==> config.mk <==
export PLATFORM = sky130hd
export DESIGN_NAME = rba_bank
export DESIGN_NICKNAME = d
export VERILOG_FILES = /design/src/logic/rba_bank.v /design/src/logic/rba_flag_cell.v
export VERILOG_INCLUDE_DIRS = /design/src /design/src/logic
export SDC_FILE = /design/constraint.sdc
export NUM_CORES = 1
export LEC_CHECK = 0
export BUFFER_PORTS_ARGS = -buffer_cell sky130_fd_sc_hd__buf_2
export CAP_MARGIN = 5
export CELL_PAD_IN_SITES_DETAIL_PLACEMENT = 0
export CELL_PAD_IN_SITES_GLOBAL_PLACEMENT = 1
export CORE_UTILIZATION = 31
export DETAILED_ROUTE_END_ITERATION = 7
export GPL_ROUTABILITY_DRIVEN = 0
export HOLD_SLACK_MARGIN = 0.1
export PLACE_DENSITY_LB_ADDON = 0.1
export SYNTH_ARGS = -nofsm -noshare
export SYNTH_HDL_FRONTEND = slang
export SYNTH_SLANG_ARGS = --single-unit
==> constraint.sdc <==
create_clock -name clk -period 1.1 [get_ports clk]
set_clock_uncertainty 0.15 [all_clocks]
set_input_delay 0.055 -clock clk [delete_from_list [all_inputs] [get_ports clk]]
set_output_delay 0.055 -clock clk [all_outputs]
set_load 0.05 [all_outputs]
==> src/logic/rba_defines.vh <==
// Field layout, reset values and lane constants of the bit-access register.
`ifndef RBA_DEFINES_VH
`define RBA_DEFINES_VH

// Bus word and byte-lane geometry.
`define RBA_DATA_W 32
`define RBA_BE_W 4
`define RBA_LANE_W 8

// Plain read/write field, byte lane 0.
`define RBA_RW_LSB 0
`define RBA_RW_MSB 7
`define RBA_RW_RST 8'h00

// Read-only field, byte lane 1 low nibble.
`define RBA_RO_LSB 8
`define RBA_RO_MSB 11

// Write-only field, byte lane 1 high nibble.
`define RBA_WO_LSB 12
`define RBA_WO_MSB 15
`define RBA_WO_RST 4'h0

// Hardware-set flags cleared by writing one, byte lane 2.
`define RBA_C1_LSB 16
`define RBA_C1_MSB 17
`define RBA_C1_RST 2'h0

// Hardware-set flags cleared by writing zero, byte lane 2.
`define RBA_C0_LSB 18
`define RBA_C0_MSB 19
`define RBA_C0_RST 2'h0

// Hardware-set flags cleared by a read, byte lane 2.
`define RBA_CR_LSB 20
`define RBA_CR_MSB 21
`define RBA_CR_RST 2'h0

// Software-set flags cleared by hardware, byte lane 2.
`define RBA_SO_LSB 22
`define RBA_SO_MSB 23
`define RBA_SO_RST 2'h0

// Write-trigger bits, byte lane 3.
`define RBA_TR_LSB 24
`define RBA_TR_MSB 25

// Toggle bits, byte lane 3.
`define RBA_TG_LSB 26
`define RBA_TG_MSB 27
`define RBA_TG_RST 2'h0

// Reserved bits, byte lane 3, read as zero.
`define RBA_RES_LSB 28
`define RBA_RES_MSB 31
`define RBA_RES_VAL 4'h0

// Pair of bits per flag field.
`define RBA_FLAG_W 2

`endif

==> src/logic/rba_bank.v <==
// One register word holding a field of every software bit-access type.
`include "rba_defines.vh"
`default_nettype none

// Contract
// - A read/write field reads back its stored value and takes written data.
// - A read-only field reads its live value and ignores software writes.
// - A write-only field stores writes but always reads as its reset value.
// - A clear-on-one flag is readable, clears on a written one, keeps on zero.
// - A clear-on-zero flag is readable, clears on a written zero, keeps on one.
// - A clear-on-read flag returns its value on a read then clears itself.
// - A set-only flag is readable, is set by a written one, only hw clears it.
// - A write-trigger bit reads its state; any write pulses its event only.
// - A toggle bit inverts on a written one and keeps its value on zero.
module rba_bank (
  // Clock and reset.
  input wire clk,
  input wire rstn,
  // Software register port.
  input wire sw_wr,
  input wire [`RBA_BE_W-1:0] sw_be,
  input wire [`RBA_DATA_W-1:0] sw_wdata,
  input wire sw_rd,
  output reg [`RBA_DATA_W-1:0] sw_rdata,
  output reg sw_rvalid,
  // Plain read/write field.
  output reg [`RBA_RW_MSB-`RBA_RW_LSB:0] rw_value,
  // Read-only field source.
  input wire [`RBA_RO_MSB-`RBA_RO_LSB:0] ro_value,
  // Write-only field.
  output reg [`RBA_WO_MSB-`RBA_WO_LSB:0] wo_value,
  // Clear-on-one flags.
  input wire [`RBA_FLAG_W-1:0] clear_on_one_set,
  output wire [`RBA_FLAG_W-1:0] clear_on_one_bit,
  // Clear-on-zero flags.
  input wire [`RBA_FLAG_W-1:0] clear_on_zero_set,
  output wire [`RBA_FLAG_W-1:0] clear_on_zero_bit,
  // Clear-on-read flags.
  input wire [`RBA_FLAG_W-1:0] clear_on_read_set,
  output wire [`RBA_FLAG_W-1:0] clear_on_read_bit,
  // Set-only flags and their hardware clear.
  input wire [`RBA_FLAG_W-1:0] set_only_clr,
  output wire [`RBA_FLAG_W-1:0] set_only_bit,
  // Write-trigger bits: state from hardware, event pulse out.
  input wire [`RBA_FLAG_W-1:0] trigger_state,
  output reg [`RBA_FLAG_W-1:0] trigger_on_write_bit,
  // Toggle bits.
  output reg [`RBA_FLAG_W-1:0] toggle_value
);

  // Expands byte enables into a per-bit write mask.
  // Each lane is eight bits wide, so lane k covers bits 8k up to 8k+7.
  function [`RBA_DATA_W-1:0] lane_mask;
    input [`RBA_BE_W-1:0] be;
    integer i;
    begin
      lane_mask = {`RBA_DATA_W{1'b0}};
      for (i = 0; i < `RBA_DATA_W; i = i + 1)
      begin
        lane_mask[i] = be[i / `RBA_LANE_W];
      end
    end
  endfunction

  // Write mask and qualified write data, shared by all writable fields.
  wire [`RBA_DATA_W-1:0] wr_mask;
  wire [`RBA_DATA_W-1:0] wr_ones;
  wire [`RBA_DATA_W-1:0] wr_zeros;
  wire [`RBA_DATA_W-1:0] rd_word;
  wire [`RBA_FLAG_W-1:0] c1_clr;
  wire [`RBA_FLAG_W-1:0] c0_clr;
  wire [`RBA_FLAG_W-1:0] cr_clr;
  wire [`RBA_FLAG_W-1:0] so_set;
  // Next values of the fields that software owns.
  reg [`RBA_RW_MSB-`RBA_RW_LSB:0] next_rw_value;
  reg [`RBA_WO_MSB-`RBA_WO_LSB:0] next_wo_value;
  reg [`RBA_FLAG_W-1:0] next_toggle_value;

  // Only enabled byte lanes of a write take effect.
  // Ones and zeros are kept apart because some flags react to each one.
  assign wr_mask = sw_wr ? lane_mask(sw_be) : {`RBA_DATA_W{1'b0}};
  assign wr_ones = wr_mask & sw_wdata;
  assign wr_zeros = wr_mask & ~sw_wdata;

  // Flag clears and sets derived from the same write, or from the read for clear-on-read, bit by bit.
  // A flag set in the cycle of its read survives, so no event is lost.
  assign c1_clr = wr_ones[`RBA_C1_MSB:`RBA_C1_LSB];
  assign c0_clr = wr_zeros[`RBA_C0_MSB:`RBA_C0_LSB];
  assign cr_clr = sw_rd ? clear_on_read_bit : {`RBA_FLAG_W{1'b0}};
  assign so_set = wr_ones[`RBA_SO_MSB:`RBA_SO_LSB];

  // Clear-on-one flags: hardware sets, a written one clears.
  rba_flag_cell #(
    .WIDTH(`RBA_FLAG_W),
    .RST(`RBA_C1_RST)
  ) u_c1 (
    .clk(clk),
    .rstn(rstn),
    .set(clear_on_one_set),
    .clr(c1_clr),
    .q(clear_on_one_bit)
  );

  // Clear-on-zero flags: hardware sets, a written zero clears.
  rba_flag_cell #(
    .WIDTH(`RBA_FLAG_W),
    .RST(`RBA_C0_RST)
  ) u_c0 (
    .clk(clk),
    .rstn(rstn),
    .set(clear_on_zero_set),
    .clr(c0_clr),
    .q(clear_on_zero_bit)
  );

  // Clear-on-read flags: writes never reach them, a read clears.
  rba_flag_cell #(
    .WIDTH(`RBA_FLAG_W),
    .RST(`RBA_CR_RST)
  ) u_cr (
    .clk(clk),
    .rstn(rstn),
    .set(clear_on_read_set),
    .clr(cr_clr),
    .q(clear_on_read_bit)
  );

  // Set-only flags: software sets, only hardware clears.
  // A software set in the cycle of a hardware clear wins.
  rba_flag_cell #(
    .WIDTH(`RBA_FLAG_W),
    .RST(`RBA_SO_RST)
  ) u_so (
    .clk(clk),
    .rstn(rstn),
    .set(so_set),
    .clr(set_only_clr),
    .q(set_only_bit)
  );

  // Next values of the software-owned fields, each under its own lane mask.
  // Bits outside an enabled lane keep their value.
  always @*
  begin
    next_rw_value = (rw_value & ~wr_mask[`RBA_RW_MSB:`RBA_RW_LSB])
      | wr_ones[`RBA_RW_MSB:`RBA_RW_LSB];
    next_wo_value = (wo_value & ~wr_mask[`RBA_WO_MSB:`RBA_WO_LSB])
      | wr_ones[`RBA_WO_MSB:`RBA_WO_LSB];
    next_toggle_value = toggle_value
      ^ wr_ones[`RBA_TG_MSB:`RBA_TG_LSB];
  end

  // Storage of the read/write, write-only and toggle fields.
  // Reset values come from the shared field constants.
  always @(posedge clk)
  begin
    if (!rstn)
    begin
      rw_value <= `RBA_RW_RST;
      wo_value <= `RBA_WO_RST;
      toggle_value <= `RBA_TG_RST;
    end
    else
    begin
      rw_value <= next_rw_value;
      wo_value <= next_wo_value;
      toggle_value <= next_toggle_value;
    end
  end

  // Trigger pulses: any enabled write fires them, whatever the data bit.
  // The pulse lasts one cycle; the readable state comes from trigger_state.
  always @(posedge clk)
  begin
    if (!rstn)
    begin
      trigger_on_write_bit <= {`RBA_FLAG_W{1'b0}};
    end
    else
    begin
      trigger_on_write_bit <= wr_mask[`RBA_TR_MSB:`RBA_TR_LSB];
    end
  end

  // Read word: write-only reads its reset value, reserved reads zero.
  // The last item of the concatenation lands in the lowest bits.
  assign rd_word = {
    `RBA_RES_VAL,
    toggle_value,
    trigger_state,
    set_only_bit,
    clear_on_read_bit,
    clear_on_zero_bit,
    clear_on_one_bit,
    `RBA_WO_RST,
    ro_value,
    rw_value
  };

  // Read data register: captures the word before any same-cycle change.
  // Read data hold until the next read, so a late consumer still sees them.
  always @(posedge clk)
  begin
    if (!rstn)
    begin
      sw_rdata <= {`RBA_DATA_W{1'b0}};
      sw_rvalid <= 1'b0;
    end
    else
    begin
      sw_rvalid <= sw_rd;
      if (sw_rd)
      begin
        sw_rdata <= rd_word;
      end
    end
  end

endmodule

`default_nettype wire

==> src/logic/rba_flag_cell.v <==
// Group of sticky flags with a set and a clear input, set winning.
`default_nettype none

module rba_flag_cell #(
  parameter integer WIDTH = 2,
  parameter [WIDTH-1:0] RST = {WIDTH{1'b0}}
) (
  // Clock and reset.
  input wire clk,
  input wire rstn,
  // Set and clear requests, one bit per flag.
  input wire [WIDTH-1:0] set,
  input wire [WIDTH-1:0] clr,
  // Current flag values.
  output reg [WIDTH-1:0] q
);

  wire [WIDTH-1:0] next_q;

  // A set arriving in the cycle of a clear is kept: set has priority.
  assign next_q = (q & ~clr) | set;

  // Flag storage with synchronous active-low reset.
  always @(posedge clk)
  begin
    if (!rstn)
    begin
      q <= RST;
    end
    else
    begin
      q <= next_q;
    end
  end

endmodule

`default_nettype wire

# Word level (Yosys, flattened, before mapping)
# Cells that the tools add are included.
# totals
mem_bits_ro	0
latchBits	0
ramBits	0
reg_bits	49
n_memories	0
word_cells	34
# classes
shifts	0
mul	0
n_eq_ne	0
n_addsub	0
mux	2
magnitude_cmp	0
div_mod_pow	0
reduce_logical	0
bitwise	22
# op_table
cell	n
bitwise AND 28 bit	1
two-way mux 28 bit	1
bitwise AND 20 bit	1
NOT 20 bit	1
bitwise AND 2 bit	4
bitwise AND 8 bit	1
NOT 2 bit	4
NOT 8 bit	1
bitwise OR 2 bit	4
bitwise OR 8 bit	1
bitwise AND 4 bit	1
NOT 4 bit	1
bitwise OR 4 bit	1
two-way mux 2 bit	1
XOR 2 bit	1

# Depth between registers and ports, before layout
# depth
word_depth	5
mapped_depth	4
depth_no_buf	2

# Cells and area by module
# A second synthesis with hierarchy kept.
# hier_totals
hier_cells	190
area_unflattened_um2	2016.9
# modules_own_cells
mod	area_per_inst_um2	seq_area_each_um2	cells_per_inst	n_inst
rba_bank	1686.6	800.8	166	1
rba_flag_cell	82.6	40.0	6	4

# Worst setup path before layout
# No wires, ideal clock.
# synth_path
kind	register -> register
startpoint	register with a tool-made name
endpoint	register with a tool-made name
arrival_ns	1.001
period_less_slack_ns	1.221
path_slack_ns	-0.121
setup_time_ns	0.070
path_buffers	0
path_stages_with_launch	3
path_cell_list	dfxtp_1 -> a21bo_2 -> a21oi_1

# Worst setup path in the final report
# layout_path
startpoint	register sw_rvalid
endpoint	output port sw_rvalid
# layout_rtl
element	line_no	source
from (decl)	rba_bank.v:25	output reg sw_rvalid,
from (signal assigned)	rba_bank.v:211	sw_rvalid <= sw_rd;
# No word-level cell between the ends.

==> flow_summary.toml <==
[logic_synthesis]
synth_compound_area_share_pct = 13.7
synth_fa_ha_area_share_pct = 0
ys_ff_latch = 48
synth_largest_area_cell = "dfxtp_1"
syn_area_sq_um = 1950
synth-xor-area-share_pct = 0
synth_cells = 190
synth_top_area_share_pct = 49.3
yosysSeqAreaShare_pct = 49.3
muxShareOfSynthArea_pct = 13.4
synth_top_family_by_area = "compound AO/OA/AOI/OAI gates"
yosysWarnings = 0
yosysUniqueCellTypes = 24
syn_avg_cell_area_sq_um = 10.3
synthSimpleGateAreaFrac_pct = 12.1
ys_top_cells_by_area = "dfxtp_1, mux2i_1, nor2_1"

[floorplanning]
dieArea_sq_um = 6610
io_pins = 111
start_util_pct = 32.5
core_area_sq_um = 5990
die_h_um = 81.3
core.rowCount = 28
dieWidth_um = 81.3

[detailed_routing]
drtIter0Drc = 30
postRouteWirelength_mm = 4.85
ant_nets = 0
drc = 0
vias = 1708
wl_met2_mm = 2.30
firstDrtPassIters = 4
wl_met1_mm = 2.18
wl_met3_um = 299
top_layer = "met4"
avgViaCountPerCell = 4.37
wire_per_inst_um = 12.4

[sta]
drv_slew = 0
hold_viol = 3
tns_ns = 0
rsz0062_at_grt = "false"
fin_crit_sh_pct = 97.0
setup_viol = 0
period_needed_ns = 1.07
holdWs_ns = -0.0865
fmax_mhz = 937

[outcome]
violations = "negative hold slack"
status = "complete, but fails checks"

[worst_setup_path]
cp_num_buf_inv = 1
arrival_ns = 0.86
path_cells = "buf_2"
crit_path_start_kind = "flop"
critPathMaxStageDelay_ns = 0.31
worstPathMaxFanout = 1
required_ns = 0.89
critPathTopFamily = "flip-flops"
cpMaxStageDelayCell = "dfxtp_1"
end_kind = "output pin"
critPathKind = "flop to output pin"

[grt]
grt_pass1_wl_mm = 7.51
antenna_found_initial = 0
grt_max_degree = 34
grt_pass1_vias = 1605
grt_use_total_pct = 15.1
gr-total-overflow = 0

[run]
maxCapViolations = 0

[pwr]
power_frac_seq_pct = 48.4
p_leak_uw = 0.00145
power_density_nw_per_um2 = 1270
p_comb_share_pct = 24.0
p_int_uw = 2710
peakVddDrop_mv = 0.661
p_switching_uw = 1160
switching_share_pct = 30.0
clockPowerShare_pct = 27.6

[clock_tree]
clkTransAtPathRegs_ns = 0.08
hold_buffers = 39
h-tree-depth = 2
cts_max_path_buffers = 2
clock_latency_ns = 0.29
clockRootBuffer = "clkbuf_8"
cts_buffers = 5
cts_setup_buffers = 0
cts_tree = "built"
cts.sinks = 48

[worst_hold_path]
hold_path_class = "input pin to flop"

[placed_design]
hpwlAfterDp_mm = 3.15
postPlaceCellArea_sq_um = 2440
portBuffers = 90

[finish]
layout.nets = 369
layout-drive-gt1-share_pct = 40.5
syn2layout_area_growth_pct = 56.7
num_antenna_cells = 0
postLayoutCellArea_sq_um = 3060
routing by layer:
| metal | GRT usage, % | vias up |
|---|---|---|
| met5 | 0 | - |
| met2 | 25.2 | 60 |
| li1 | - | 879 |
| met3 | 4.27 | 8 |
| met4 | 6.79 | 0 |
| met1 | 17.8 | 761 |
cell usage after synthesis:
master / number
a21bo_1: 9
a21bo_2: 3
a21oi_1: 11
a21oi_2: 3
a31oi_1: 2
a41oi_1: 2
and2_1: 1
and3_1: 1
buf_2: 4
buf_4: 10
buf_6: 6
buf_8: 3
clkbuf_1: 1
conb_1: 1
dfxtp_1: 48
inv_1: 3
mux2i_1: 26
nand2_1: 2
nand2b_1: 4
nand3_1: 16
nor2_1: 26
nor2b_1: 2
o21a_1: 2
o21ai_0: 4
power groups by stage:
| stage | clock (uW) | sequential (uW) | combinational (uW) |
|---|---|---|---|
| floorplan | 0 | 2190 | 324 |
| global placement | 0 | 1910 | 778 |
| detailed placement | 0 | 1910 | 780 |
| CTS | 1120 | 1880 | 929 |
| global route | 1190 | 1890 | 993 |
| finish | 1070 | 1880 | 932 |
timing repair:
item                       CTS  global route
hold endpoints to repair    31            22
setup endpoints to repair   44            14
gates resized for setup     42            13
cells in the final DEF, fill, tap and decap left out:
cell	netlist	final
a21bo_1	9	9
a21bo_2	3	3
a21oi_1	11	11
a21oi_2	3	3
a31oi_1	2	2
a41oi_1	2	2
and2_1	1	1
and3_1	1	1
buf_12	0	5
buf_2	4	41
buf_4	10	43
buf_6	6	3
clkbuf_1	1	2
clkbuf_4	0	4
clkbuf_8	0	6
conb_1	1	8
dfxtp_1	48	28
dfxtp_2	0	20
dlygate4sd3_1	0	39
inv_1	3	3
mux2i_1	26	26
nand2_1	2	2
nand2b_1	4	4
nand3_1	16	16
nor2_1	26	26
nor2b_1	2	2
o21a_1	2	2
o21ai_0	4	4
worst register-to-register path: cells and delay by family (launching register included):
family	cells	cell delay, ns
DFF	1	0.36
AOI/OAI and AO/OA	2	0.33
stage by stage:
stage	setup slack [ns]	instances	power, uW	utilization [%]
5_1_grt	0.000277	391	4070	51.0
6_report	0.0327	391	3880	51.0
3_5_place_dp	0.161	344	2690	40.7
2_1_floorplan	0.000685	197	2520	-
3_3_place_gp	0.162	344	2690	40.7
4_1_cts	-0.00502	391	3920	50.5
layout make-up:
class / instances / area [sq um]
well taps: 75 / 93.8
multi-input cells: 122 / 792
clock buffers: 8 / 90.1
flip-flops and latches: 48 / 986
fillers: 568 / 2940
inverters: 3 / 11.3
repair buffers: 135 / 1080
final timing paths:
kind / from / end / slack, ns / cells after the start
max: sw_rvalid$_SDFF_PN0_ / sw_rvalid / 0.03 / 1
min: rstn / toggle_value[1]$_SDFF_PN0_ / -0.09 / 3
max reg2reg: flop / flop / 0.19 / 2
min reg2reg: toggle_value[1]$_SDFF_PN0_ / toggle_value[1]$_SDFF_PN0_ / 0.33 / 2
kinds of logic after synthesis:
family / count (synthesis)
buffers and inverters: 27
other: 1
muxes: 26
DFF: 48
and+or+nand+nor: 52
AOI/OAI and AO/OA: 36
Power figures use the tool's default switching activity.
